File: src/core/ipc_params.svh
/*
  Offsets, field positions, reset values and sizes of the pending and
  priority controller. Assumes a 12-bit byte address relative to the
  controller's base and 32-bit word transfers only.
*/
`ifndef IPC_PARAMS_SVH
`define IPC_PARAMS_SVH

// Number of request lines, width of an interrupt number and of a register address
`define IPC_NUM_IRQ 32
`define IPC_ID_W 5
`define IPC_ADDR_W 12

// Register byte offsets
`define IPC_OFS_SET_ENABLE 12'h100
`define IPC_OFS_CLR_ENABLE 12'h180
`define IPC_OFS_SET_PENDING 12'h200
`define IPC_OFS_CLR_PENDING 12'h280
`define IPC_OFS_ACTIVE 12'h300
`define IPC_OFS_LEVEL_MODE 12'h304
`define IPC_OFS_STATUS 12'h308
`define IPC_OFS_PRIO_FIRST 12'h400
`define IPC_OFS_PRIO_LAST 12'h41C

// Priority field: top two bits of each byte lane
`define IPC_PRIO_W 2
`define IPC_PRIO_LANE_W 8
`define IPC_PRIO_LSB 6
`define IPC_PRIO_MSB 7
`define IPC_LANES 4

// Reset values
`define IPC_RST_ENABLE 32'h0000_0000
`define IPC_RST_LEVEL_MODE 32'hFFFF_FFFF
`define IPC_RST_PRIO 2'h0

// Running level when nothing is active: below every real priority
`define IPC_IDLE_LEVEL 3'h4

// Stages of the request line synchroniser
`define IPC_SYNC_STAGES 2

`endif

File: src/core/ipc_pkg.sv
/*
  Types shared by the pending and priority controller and its slot.
  Assumes the constants of ipc_params.svh.
*/
`include "ipc_params.svh"

package ipc_pkg;

  // State of one interrupt
  typedef struct packed {
    logic pending;
    logic active;
  } ipc_irq_state_t;

  // One event from the core: entry to or return from a service routine
  typedef struct packed {
    logic valid;
    logic [`IPC_ID_W-1:0] id;
  } ipc_core_evt_t;

  // The request presented to the core
  typedef struct packed {
    logic valid;
    logic [`IPC_ID_W-1:0] id;
    logic [`IPC_PRIO_W-1:0] prio;
  } ipc_core_req_t;

endpackage : ipc_pkg

File: src/core/ipc_slot.sv
/*
  Pending and active state of one interrupt.
  Assumes a request level already synchronised to clk_sys_i, a rising edge
  flag derived from it, and one-cycle strobes from software and the core.
*/
`timescale 1ns/1ps

module ipc_slot (
  input wire logic clk_sys_i,
  input wire logic rstn_i,
  input wire logic req_i,
  input wire logic req_rise_i,
  input wire logic level_mode_i,
  input wire logic sw_set_i,
  input wire logic sw_clr_i,
  input wire logic take_i,
  input wire logic return_i,
  output ipc_pkg::ipc_irq_state_t state_o
);
  import ipc_pkg::*;

  ipc_irq_state_t state;
  ipc_irq_state_t next_state;

  // Clears are applied first so that any set in the same cycle wins
  always_comb begin
    next_state = state;
    if (sw_clr_i) begin
      if (!level_mode_i || !req_i) begin
        next_state.pending = 1'b0;
      end
    end
    if (return_i) begin
      next_state.active = 1'b0;
      if (level_mode_i) begin
        next_state.pending = req_i;
      end
    end
    if (take_i) begin
      next_state.pending = 1'b0;
      next_state.active = 1'b1;
    end
    // A held level re-pends only once the routine is no longer active
    if (level_mode_i && req_i && !next_state.active) begin
      next_state.pending = 1'b1;
    end
    if (req_rise_i) begin
      next_state.pending = 1'b1;
    end
    if (sw_set_i) begin
      next_state.pending = 1'b1;
    end
  end

  // Enable plays no part here: disabled lines still pend
  always_ff @(posedge clk_sys_i or negedge rstn_i) begin
    if (!rstn_i) begin
      state <= '0;
    end else begin
      state <= next_state;
    end
  end

  assign state_o = state;

endmodule : ipc_slot

File: src/core/ipc_ctrl.sv
/*
  Pending, active and priority tracking for a small vectored interrupt
  controller with 32 request lines.
  Assumes request lines arrive from other clock domains, software uses a
  plain register port with one-cycle strobes, and the core reports entry
  to and return from service routines as one-cycle events on clk_sys_i.

*/
// Decided for this implementation: the plain strobed port and the address map.
`timescale 1ns/1ps
`include "ipc_params.svh"

module ipc_ctrl (
  input wire logic clk_sys_i,
  input wire logic rstn_i,
  // Peripheral request lines, asynchronous to clk_sys_i
  input wire logic [`IPC_NUM_IRQ-1:0] irq_i,
  // Register port
  input wire logic [`IPC_ADDR_W-1:0] reg_addr_i,
  input wire logic [31:0] reg_wdata_i,
  input wire logic reg_wr_i,
  input wire logic reg_rd_i,
  output logic [31:0] reg_rdata_o,
  // Core side
  input ipc_pkg::ipc_core_evt_t core_take_i,
  input ipc_pkg::ipc_core_evt_t core_return_i,
  output ipc_pkg::ipc_core_req_t core_req_o,
  output logic pending_any_o
);
  import ipc_pkg::*;

  localparam int NUM = `IPC_NUM_IRQ;
  localparam int WORDS = `IPC_NUM_IRQ / `IPC_LANES;

  // Synchroniser and edge detector state
  logic [NUM-1:0] sync_meta;
  logic [NUM-1:0] sync_level;
  logic [NUM-1:0] level_prev;
  logic [NUM-1:0] next_sync_meta;
  logic [NUM-1:0] next_sync_level;
  logic [NUM-1:0] next_level_prev;
  logic [NUM-1:0] req_rise;

  // Software visible configuration
  logic [NUM-1:0] enable;
  logic [NUM-1:0] level_mode;
  logic [`IPC_PRIO_W-1:0] prio [NUM];
  logic [NUM-1:0] next_enable;
  logic [NUM-1:0] next_level_mode;
  logic [`IPC_PRIO_W-1:0] next_prio [NUM];

  // Per-interrupt strobes and state
  logic [NUM-1:0] sw_set;
  logic [NUM-1:0] sw_clr;
  logic [NUM-1:0] take_vec;
  logic [NUM-1:0] return_vec;
  ipc_irq_state_t irq_state [NUM];
  logic [NUM-1:0] pending_vec;
  logic [NUM-1:0] active_vec;

  // Register read path
  logic [31:0] rdata;
  logic [31:0] next_rdata;

  // Arbitration
  ipc_core_req_t req;
  ipc_core_req_t next_req;
  logic pend_any;
  logic next_pend_any;
  logic [2:0] running_level;

  // Decoded register hits
  logic hit_set_en;
  logic hit_clr_en;
  logic hit_set_pend;
  logic hit_clr_pend;
  logic hit_active;
  logic hit_mode;
  logic hit_status;
  logic hit_prio;
  logic [2:0] prio_word;

  // Every request line passes two flip-flops before anything reads it
  always_comb begin
    next_sync_meta = irq_i;
    next_sync_level = sync_meta;
    next_level_prev = sync_level;
  end

  always_ff @(posedge clk_sys_i or negedge rstn_i) begin
    if (!rstn_i) begin
      sync_meta <= '0;
      sync_level <= '0;
      level_prev <= '0;
    end else begin
      sync_meta <= next_sync_meta;
      sync_level <= next_sync_level;
      level_prev <= next_level_prev;
    end
  end

  // Edge of the synchronised level; a one-cycle pulse still shows here
  assign req_rise = sync_level & ~level_prev;

  // Address decode; only whole aligned words are recognised
  always_comb begin
    hit_set_en = (reg_addr_i == `IPC_OFS_SET_ENABLE);
    hit_clr_en = (reg_addr_i == `IPC_OFS_CLR_ENABLE);
    hit_set_pend = (reg_addr_i == `IPC_OFS_SET_PENDING);
    hit_clr_pend = (reg_addr_i == `IPC_OFS_CLR_PENDING);
    hit_active = (reg_addr_i == `IPC_OFS_ACTIVE);
    hit_mode = (reg_addr_i == `IPC_OFS_LEVEL_MODE);
    hit_status = (reg_addr_i == `IPC_OFS_STATUS);
    hit_prio = (reg_addr_i >= `IPC_OFS_PRIO_FIRST) &&
               (reg_addr_i <= `IPC_OFS_PRIO_LAST) &&
               (reg_addr_i[1:0] == 2'h0);
    prio_word = reg_addr_i[4:2];
  end

  // Write strobes toward each slot; set and clear are one-cycle pulses
  always_comb begin
    sw_set = (reg_wr_i && hit_set_pend) ? reg_wdata_i : '0;
    sw_clr = (reg_wr_i && hit_clr_pend) ? reg_wdata_i : '0;
  end

  // Core events decoded to one bit per interrupt
  always_comb begin
    take_vec = '0;
    return_vec = '0;
    if (core_take_i.valid) begin
      take_vec[core_take_i.id] = 1'b1;
    end
    if (core_return_i.valid) begin
      return_vec[core_return_i.id] = 1'b1;
    end
  end

  // Configuration registers: enable, detection mode and priorities
  always_comb begin
    next_enable = enable;
    next_level_mode = level_mode;
    for (int i = 0; i < NUM; i++) begin
      next_prio[i] = prio[i];
    end
    if (reg_wr_i) begin
      if (hit_set_en) begin
        next_enable = enable | reg_wdata_i;
      end
      if (hit_clr_en) begin
        next_enable = enable & ~reg_wdata_i;
      end
      if (hit_mode) begin
        next_level_mode = reg_wdata_i;
      end
      if (hit_prio) begin
        // Lane l of word w belongs to interrupt 4w+l; low six bits dropped
        for (int l = 0; l < `IPC_LANES; l++) begin
          next_prio[{prio_word, l[1:0]}] =
            reg_wdata_i[l*`IPC_PRIO_LANE_W+`IPC_PRIO_LSB +: `IPC_PRIO_W];
        end
      end
    end
  end

  always_ff @(posedge clk_sys_i or negedge rstn_i) begin
    if (!rstn_i) begin
      enable <= `IPC_RST_ENABLE;
      level_mode <= `IPC_RST_LEVEL_MODE;
      for (int i = 0; i < NUM; i++) begin
        prio[i] <= `IPC_RST_PRIO;
      end
    end else begin
      enable <= next_enable;
      level_mode <= next_level_mode;
      for (int i = 0; i < NUM; i++) begin
        prio[i] <= next_prio[i];
      end
    end
  end

  // One state tracker per interrupt
  for (genvar g = 0; g < NUM; g++) begin : g_slot
    ipc_slot u_slot (
      .clk_sys_i(clk_sys_i),
      .rstn_i(rstn_i),
      .req_i(sync_level[g]),
      .req_rise_i(req_rise[g]),
      .level_mode_i(level_mode[g]),
      .sw_set_i(sw_set[g]),
      .sw_clr_i(sw_clr[g]),
      .take_i(take_vec[g]),
      .return_i(return_vec[g]),
      .state_o(irq_state[g])
    );
    assign pending_vec[g] = irq_state[g].pending;
    assign active_vec[g] = irq_state[g].active;
  end

  // Level of the routines in service; nested entries keep the best one
  always_comb begin
    running_level = `IPC_IDLE_LEVEL;
    for (int i = 0; i < NUM; i++) begin
      if (active_vec[i] && ({1'b0, prio[i]} < running_level)) begin
        running_level = {1'b0, prio[i]};
      end
    end
  end

  // Pick the best enabled pending line; ties go to the lower number.
  // Offered only when it would preempt what is already running.
  always_comb begin
    next_req = '0;
    next_req.prio = 2'h3;
    for (int i = NUM - 1; i >= 0; i--) begin
      if (pending_vec[i] && enable[i] &&
          (!next_req.valid || (prio[i] <= next_req.prio))) begin
        next_req.valid = 1'b1;
        next_req.id = i[`IPC_ID_W-1:0];
        next_req.prio = prio[i];
      end
    end
    if ({1'b0, next_req.prio} >= running_level) begin
      next_req.valid = 1'b0;
    end
    // Withdraw in the cycle the core takes it, so it is not taken twice
    if (core_take_i.valid) begin
      next_req.valid = 1'b0;
    end
    if (!next_req.valid) begin
      next_req.id = '0;
      next_req.prio = '0;
    end
    next_pend_any = |(pending_vec & enable);
  end

  always_ff @(posedge clk_sys_i or negedge rstn_i) begin
    if (!rstn_i) begin
      req <= '0;
      pend_any <= 1'b0;
    end else begin
      req <= next_req;
      pend_any <= next_pend_any;
    end
  end

  // Read mux; unmapped addresses return zero, data stands one cycle only
  always_comb begin
    next_rdata = '0;
    if (reg_rd_i) begin
      if (hit_set_en || hit_clr_en) begin
        next_rdata = enable;
      end
      if (hit_set_pend || hit_clr_pend) begin
        next_rdata = pending_vec;
      end
      if (hit_active) begin
        next_rdata = active_vec;
      end
      if (hit_mode) begin
        next_rdata = level_mode;
      end
      if (hit_status) begin
        next_rdata = {20'h0_0000, running_level, req.valid, 1'b0,
                      req.prio, req.id};
      end
      if (hit_prio) begin
        for (int l = 0; l < `IPC_LANES; l++) begin
          next_rdata[l*`IPC_PRIO_LANE_W+`IPC_PRIO_LSB +: `IPC_PRIO_W] =
            prio[{prio_word, l[1:0]}];
        end
      end
    end
  end

  always_ff @(posedge clk_sys_i or negedge rstn_i) begin
    if (!rstn_i) begin
      rdata <= '0;
    end else begin
      rdata <= next_rdata;
    end
  end

  assign reg_rdata_o = rdata;
  assign core_req_o = req;
  assign pending_any_o = pend_any;

endmodule : ipc_ctrl

File: config.mk
export PLATFORM = sky130hd
export DESIGN_NAME = ipc_ctrl
export DESIGN_NICKNAME = d
export VERILOG_FILES = /design/src/core/ipc_pkg.sv /design/src/core/ipc_slot.sv /design/src/core/ipc_ctrl.sv
export VERILOG_INCLUDE_DIRS = /design/src /design/src/core
export SDC_FILE = /design/constraint.sdc
export NUM_CORES = 1
export LEC_CHECK = 0
export BUFFER_PORTS_ARGS = -buffer_cell sky130_fd_sc_hd__buf_4
export CAP_MARGIN = 20
export CORE_MARGIN = 10
export CORE_UTILIZATION = 59
export DETAILED_ROUTE_END_ITERATION = 12
export GPL_TIMING_DRIVEN = 0
export PLACE_DENSITY = 0.77
export SYNTH_ARGS = -nofsm -noshare
export SYNTH_HDL_FRONTEND = slang
export SYNTH_HIERARCHICAL = 1
export SYNTH_SLANG_ARGS = --single-unit
File: constraint.sdc
create_clock -name clk_sys_i -period 101.9 [get_ports clk_sys_i]
set_input_delay 5.095 -clock clk_sys_i [delete_from_list [all_inputs] [get_ports clk_sys_i]]
set_output_delay 5.095 -clock clk_sys_i [all_outputs]
set_load 0.05 [all_outputs]
==> results of run 1 <==
## through the flow
step	total power, uW	utilization	hold slack [ps]	area (um^2)
2_1_floorplan	245	-	331	20100
3_3_place_gp	282	0.645	331	21700
3_5_place_dp	288	0.647	335	21700
4_1_cts	421	0.683	342	22900
5_1_grt	443	0.683	353	23000
6_report	424	0.683	338	23000
## critical path: cells and delay by family, from the launching register on
family	cells	cell delay, ps
AOI/OAI and AO/OA	95	19280
and+or+nand+nor	62	9760
adders and majority gates	32	8370
muxes	7	2130
buffers and inverters	11	1150
DFF	1	400
## layer usage
layer / up-vias / GRT usage / share of wire
met4: 0 / 0.111 / 0.032
met3: 158 / 0.0651 / 0.11
met1: 9133 / 0.449 / 0.41
met2: 1136 / 0.491 / 0.44
li1: 8281 / - / -
met5: - / 0 / 0
## final cells by class
type                    count  area [um^2]
plain buffers              71          289
clock buffers              49          991
clock inverters            14          210
fillers                  2687        10700
inverters                 114          428
multi-input cells        1649        11100
flip-flops and latches    329         8270
well taps                 448          561
repair buffers            135         1060
## flip-flops by register name, summed over array words and instances, names as in the netlist, named ones only
signal,count
level_prev,32
level_mode,32
core_req_o,8
pending_any_o,1
reg_rdata_o,32
next_level_prev,32
prio,64
g_slot.u_slot/state_o,64
next_sync_level,32
## power by group through the flow
| stage | clock, uW | sequential (uW) | combinational [uW] |
|---|---|---|---|
| floorplan | 0 | 146 | 99.3 |
| global placement | 0 | 149 | 133 |
| detailed placement | 0 | 149 | 139 |
| CTS | 135 | 147 | 139 |
| global route | 140 | 148 | 155 |
| finish | 134 | 148 | 142 |
## logic make-up after synthesis
kind of cell / count (synthesis) / synth area share
flip-flops: 329 / 0.411
multiplexers: 129 / 0.0803
AO/OA/AOI/OAI: 588 / 0.217
buffers and inverters: 185 / 0.0356
adder cells (fa/ha/maj): 82 / 0.0490
AND/OR/NAND/NOR: 850 / 0.207
## Yosys cell counts (all sizes together), types with 18 or more instances
| library cell | count | area (um^2) |
|---|---|---|
| nor2b | 75 | 469 |
| mux2 | 97 | 1100 |
| or2 | 21 | 131 |
| buf | 18 | 88.8 |
| dfstp | 32 | 841 |
| nor3 | 27 | 150 |
| a2bb2oi | 33 | 289 |
| o31ai | 18 | 135 |
| clkbuf | 53 | 200 |
| dfrtp | 297 | 7430 |
| nand3 | 38 | 190 |
| o221ai | 37 | 524 |
| nor2 | 264 | 1000 |
| a222oi | 35 | 350 |
| inv | 113 | 424 |
| nand2 | 223 | 837 |
| o22ai | 20 | 125 |
| ha | 66 | 826 |
| a21o | 43 | 323 |
| o21ai | 78 | 394 |
| a31oi | 53 | 332 |
| and2 | 80 | 500 |
| a21oi | 131 | 656 |
## worst paths after layout
path,depth (start not counted),end
worst max-delay path,207,core_req_o[5]
worst min-delay path,0,next_level_prev[0]
worst max register to register,207,core_req_o[5]
worst min register to register,0,next_level_prev[0]
max in group asynchronous,2,reg_rdata_o[22]
min in group asynchronous,1,next_sync_level[3]
==> results.yml, run 1 <==
power:
  ir_worst_vdd_mv: 0.0182
  powerDensity_mw_per_mm2: 18.5
  switchingPower_uw: 150
  netSwitchingFraction: 0.353
  combPwrFrac: 0.335
  power_frac_seq: 0.349
  p_int_uw: 275
  p_leak_uw: 0.0100
  clockPowerShare: 0.316
critical_path:
  crit-reg2reg-launch: "g_slot[0].u_slot/state_o[0]"
  slowest_delay_ps: 620
  worstPathRequired_ps: 102310
  r2r_slack_ps: 60620
  critPathSlowestCell: "o41ai_1"
  start_kind: "flop"
  cp-startpoint: "g_slot[0].u_slot/state_o[0]"
  end_kind: "flop"
  crit_top_cell: "ha_1"
  crit_fanout: 10
  crit_type: "flop to flop"
  critPathArrivalTime_ps: 41690
clocking:
  clock_latency_ps: 530
  cts.reportedPaths.clkPinSlew_ps: 60
  cts_made_buffers: 35
  cts_htree_levels: 2
  cts-root-buf: "clkbuf_16"
  clkSinkCount: 329
  cts_buffer_depth: 3
  cts.hold.buffers_added: 0
  cts_tree: "yes"
  postCtsResizedCells: 0
  post-cts-setup-buffer-count: 0
placement:
  routabilityCongestion: 1.00
  placed_cells: 2744
  port_buffers: 131
  dp_hpwl_um: 53000
  pre_cts_ws_ps: 61650
finish:
  insertedDiodeCount: 0
  final_cell_mix: "dfrtp_1, nor2_1, nand2_1"
  nNetsFinal: 2493
  drive_above_1_share: 0.178
  layout_commonest_cell: "dfrtp_1"
  area_growth_pct: 14.0
  finalNonFillerCells: 2809
synthesis:
  syn-num-nets: 2321
  synth.distinct_cells: 99
  synth_cells: 2163
  synth_edf_count: 0
  yosysWarnings: 6
  synth_seq_area_share: 0.411
  ys_ff_latch: 329
  synth_ff_type: "dfrtp_1"
  avgSynthCellArea_um2: 9.31
  synth_area_mm2: 0.0201
  async_reset_ff_frac: 1.00
floorplanning:
  fp.dieW_um: 205
  num_io_pins: 133
  fp-row-count: 67
  fp.dieH_um: 205
  dieArea_mm2: 0.0419
  start_util: 0.599
  coreArea_mm2: 0.0336
sta:
  finalCritPeriodShare: 0.405
  max_freq_mhz: 24.2
  hold_violations: 0
  slew-limit-headroom: 0.369
  maxSlewViolCount: 0
  finClkSkew_ps: 11.5
  worstMarginPinSlew_ps: 939
  fin_tns_setup_ps: 0
  period_needed_ps: 41280
  setup_violations: 0
  fin_ws_ps: 60620
  rsz0062_at_grt: "false"
worst_hold_path:
  hold_class: "flop to flop"
  hp-start: "next_sync_level[0]"
drt:
  vias: 18700
  viasPerCell: 6.66
  postRouteWirelength_um: 68700
  ant_nets: 0
  drc: 0
  routedWlPerCell_um: 24.5
  drt-initial-drc-count: 2064
  dr.pass1.iters: 9
global_route:
  grt_overflow: 0
  grt_max_degree: 128
  track_usage: 0.322
  grt_pass1_vias: 18100
  grt_pass1_wl_um: 105000
  antenna_found_initial: 2
flow_run:
  cap_violations: 0
status:
  status: "completed"
No activity file was read; power rests on OpenSTA's default activity.
==> run 2, diff against run 1 <==
--- a/config.mk
+++ b/config.mk
@@ -6,13 +6,14 @@
 export SDC_FILE = /design/constraint.sdc
 export NUM_CORES = 1
 export LEC_CHECK = 0
+export ABC_AREA = 1
 export BUFFER_PORTS_ARGS = -buffer_cell sky130_fd_sc_hd__buf_4
 export CAP_MARGIN = 20
 export CORE_MARGIN = 10
-export CORE_UTILIZATION = 59
+export CORE_UTILIZATION = 56
 export DETAILED_ROUTE_END_ITERATION = 12
 export GPL_TIMING_DRIVEN = 0
-export PLACE_DENSITY = 0.77
+export PLACE_DENSITY = 0.76
 export SYNTH_ARGS = -nofsm -noshare
 export SYNTH_HDL_FRONTEND = slang
 export SYNTH_HIERARCHICAL = 1
==> constraint.sdc (replaced) <==
create_clock -name clk_sys_i -period 33.6 [get_ports clk_sys_i]
set_input_delay 1.68 -clock clk_sys_i [delete_from_list [all_inputs] [get_ports clk_sys_i]]
set_output_delay 1.68 -clock clk_sys_i [all_outputs]
set_load 0.05 [all_outputs]
==> run 2 against run 1 <==
- flip-flop and latch count stayed put
- global-route usage fell by 1.5 points
- non-clock buffer count down 10
- clock skew is 2.9 ps higher
- die area grew 6.2%
- first-iteration DRC count rose by 2.2%
- clock-buffer cell count up 1
- wire length rose by 1.0%
- area after synthesis is 1.4% higher
- largest power group is now combinational logic
==> results.yml, run 2 <==
sta:
  slew-limit-headroom: 0.293
  worstMarginPinSlew_ps: 1060
  hold_violations: 0
  period_needed_ps: 30460
  finalCritPeriodShare: 0.907
  setup_violations: 0
  maxSlewViolCount: 0
  finClkSkew_ps: 14.4
  max_freq_mhz: 32.8
clocking:
  cts.hold.buffers_added: 0
  cts_made_buffers: 38
  clkSinkCount: 329
  cts-root-buf: "clkbuf_16"
  cts_htree_levels: 2
  clock_latency_ps: 580
  cts_buffer_depth: 3
  cts_tree: "yes"
  cts.reportedPaths.clkPinSlew_ps: 60
critical_path:
  crit_top_cell: "nand2_2"
  crit_type: "flop to flop"
  critPathSlowestCell: "dfrtp_1"
  worstPathRequired_ps: 34100
  critPathArrivalTime_ps: 30960
  reg2reg_to: "core_req_o[2]"
  slowest_delay_ps: 430
  crit_end: "core_req_o[2]"
  crit_fanout: 8
  r2r_slack_ps: 3140
  r2r.worst_path.cells: 236
  end_kind: "flop"
  start_kind: "flop"
finish:
  nNetsFinal: 3221
  final_cell_mix: "nand2_1, inv_1, dfrtp_1"
  design_area_mm2: 0.0233
  fillers: 3136
  layout_commonest_cell: "nand2_1"
  final_util: 0.653
  area_growth_pct: 14.3
  drive_above_1_share: 0.144
global_route:
  grt_use_met3: 0.0610
  top_usage_layer: "met2"
  grt_overflow: 0
  grt_max_degree: 120
  track_usage: 0.308
  grt_pass1_vias: 19400
  gr-usage-met1: 0.409
  gr-usage-met2: 0.479
  grt_pass1_wl_um: 106000
  antenna_found_initial: 0
synthesis:
  synth.distinct_cells: 45
  yosysMostFrequentCell: "nand2_1"
  synth_cells: 2891
  synth_top_cell_area_share: 0.364
  async_reset_ff_frac: 1.00
  synth_common_cells: "nand2_1, inv_1, dfrtp_1, nor2_1, o21ai_0"
  synth_area_mm2: 0.0204
  synth_seq_area_share: 0.405
  synth_edf_count: 0
  synth_ff_type: "dfrtp_1"
  ys_ff_latch: 329
  avgSynthCellArea_um2: 7.06
  syn-num-nets: 3049
  yosysWarnings: 6
  ys_top_cells_by_area: "dfrtp_1, nand2_1, inv_1"
  yosysTopAreaCell: "dfrtp_1"
worst_hold_path:
  hold_class: "flop to flop"
floorplanning:
  fp-row-count: 69
  fp.dieW_um: 211
  num_io_pins: 133
  start_util: 0.571
  dieArea_mm2: 0.0445
  coreArea_mm2: 0.0357
  fp.dieH_um: 211
flow_run:
  cap_violations: 0
placement:
  postPlaceCellArea_mm2: 0.0220
  routabilityCongestion: 0.955
  dp_hpwl_um: 52200
  port_buffers: 129
drt:
  routedWlPerCell_um: 19.5
  drt-initial-drc-count: 2110
  viasPerCell: 5.74
  drc: 0
  ant_nets: 0
  postRouteWirelength_um: 69400
  vias: 20400
  dr.pass1.iters: 6
power:
  ir_worst_vdd_mv: 0.0461
  powerDensity_mw_per_mm2: 63.1
  p_leak_uw: 0.0120
status:
  status: "completed"
## run 2: changes by cell type after synthesis, sizes merged, moves of 35 or more
cell	change
a21o	-43
nand2	+700
and2	-67
mux2	-95
o221ai	-36
a21oi	-42
nor2	+40
a222oi	-35
nand3	+220
nor2b	-75
o21ai	+160
a31oi	-43
inv	+296
## run 2: cell families (layout without fill, tap and decap cells)
family / after synthesis / in the layout / share of synthesized area
compound gates: 425 / 425 / 0.117
flops: 329 / 329 / 0.405
other cells: 0 / 1 / 0
simple gates: 1586 / 1586 / 0.348
buf+inv: 483 / 684 / 0.0888
mux: 2 / 2 / 0.00110
fa+ha+maj: 66 / 66 / 0.0404
## run 2: how the worst min path moves through the flow
stage / start / to / slack [ps] / cells past startpoint
after global routing: next_sync_level[19] / next_level_prev[19] / 350 / 0
after floorplan: next_sync_level[0] / next_level_prev[0] / 330 / 0
after detailed placement: next_sync_level[12] / next_level_prev[12] / 330 / 0
after global placement: next_sync_level[17] / next_level_prev[17] / 330 / 0
after CTS: next_sync_level[12] / next_level_prev[12] / 350 / 0
final: next_sync_level[19] / next_level_prev[19] / 350 / 0
## run 2: worst max-delay path: cells and delay by family (launching register included)
kind            cells  cell delay [ps]
simple gates      130            12050
compound gates     58             7620
fa+ha+maj          32             9150
buf+inv            16             1100
flops               1              430
## run 2: per-layer routing
metal | routed length (um) | share of wire | vias to the layer above
met5 | 0 | 0 | -
met4 | 2780 | 0.040 | 0
met3 | 7030 | 0.10 | 181
met2 | 30800 | 0.44 | 1017
met1 | 28800 | 0.42 | 9607
li1 | - | - | 9609
## run 2: area by class of cell
class / instances / area, um^2 / share of cell area
diodes: 1 / 2.50 / 0.000107
well taps: 461 / 577 / 0.0247
plain buffers: 64 / 240 / 0.0103
flip-flops and latches: 329 / 8270 / 0.354
repair buffers: 132 / 1040 / 0.0445
inverters: 419 / 1570 / 0.0674
clock inverters: 19 / 210 / 0.00900
multi-input cells: 2079 / 10400 / 0.444
clock buffers: 50 / 1080 / 0.0461
## run 2: what timing repair did
| action | CTS | global route |
|---|---|---|
| resized for setup | 0 | 18 |
| setup buffers | 0 | 1 |
| setup endpoints to repair | 0 | 8 |
## run 2: stage by stage
stage               setup TNS, ps  setup WS, ps  instances  hold WS (ps)  total power, uW
finish                          0          3140       3554           346             1470
global route                -43.2         -13.5       3553           351             1560
CTS                             0          2830       3552           348             1460
detailed placement              0          2940       3483           335             1030
global placement                0          3970       3481           332             1010
floorplan                       0          6640       2891           331              897
## run 2: power by group
group / leakage [uW] / switching, uW / total [uW] / internal (uW)
Clock: 0.000642 / 180 / 432 / 251
Combinational: 0.00741 / 385 / 600 / 215
Sequential: 0.00398 / 27.0 / 442 / 415
Total: 0.0120 / 592 / 1470 / 881
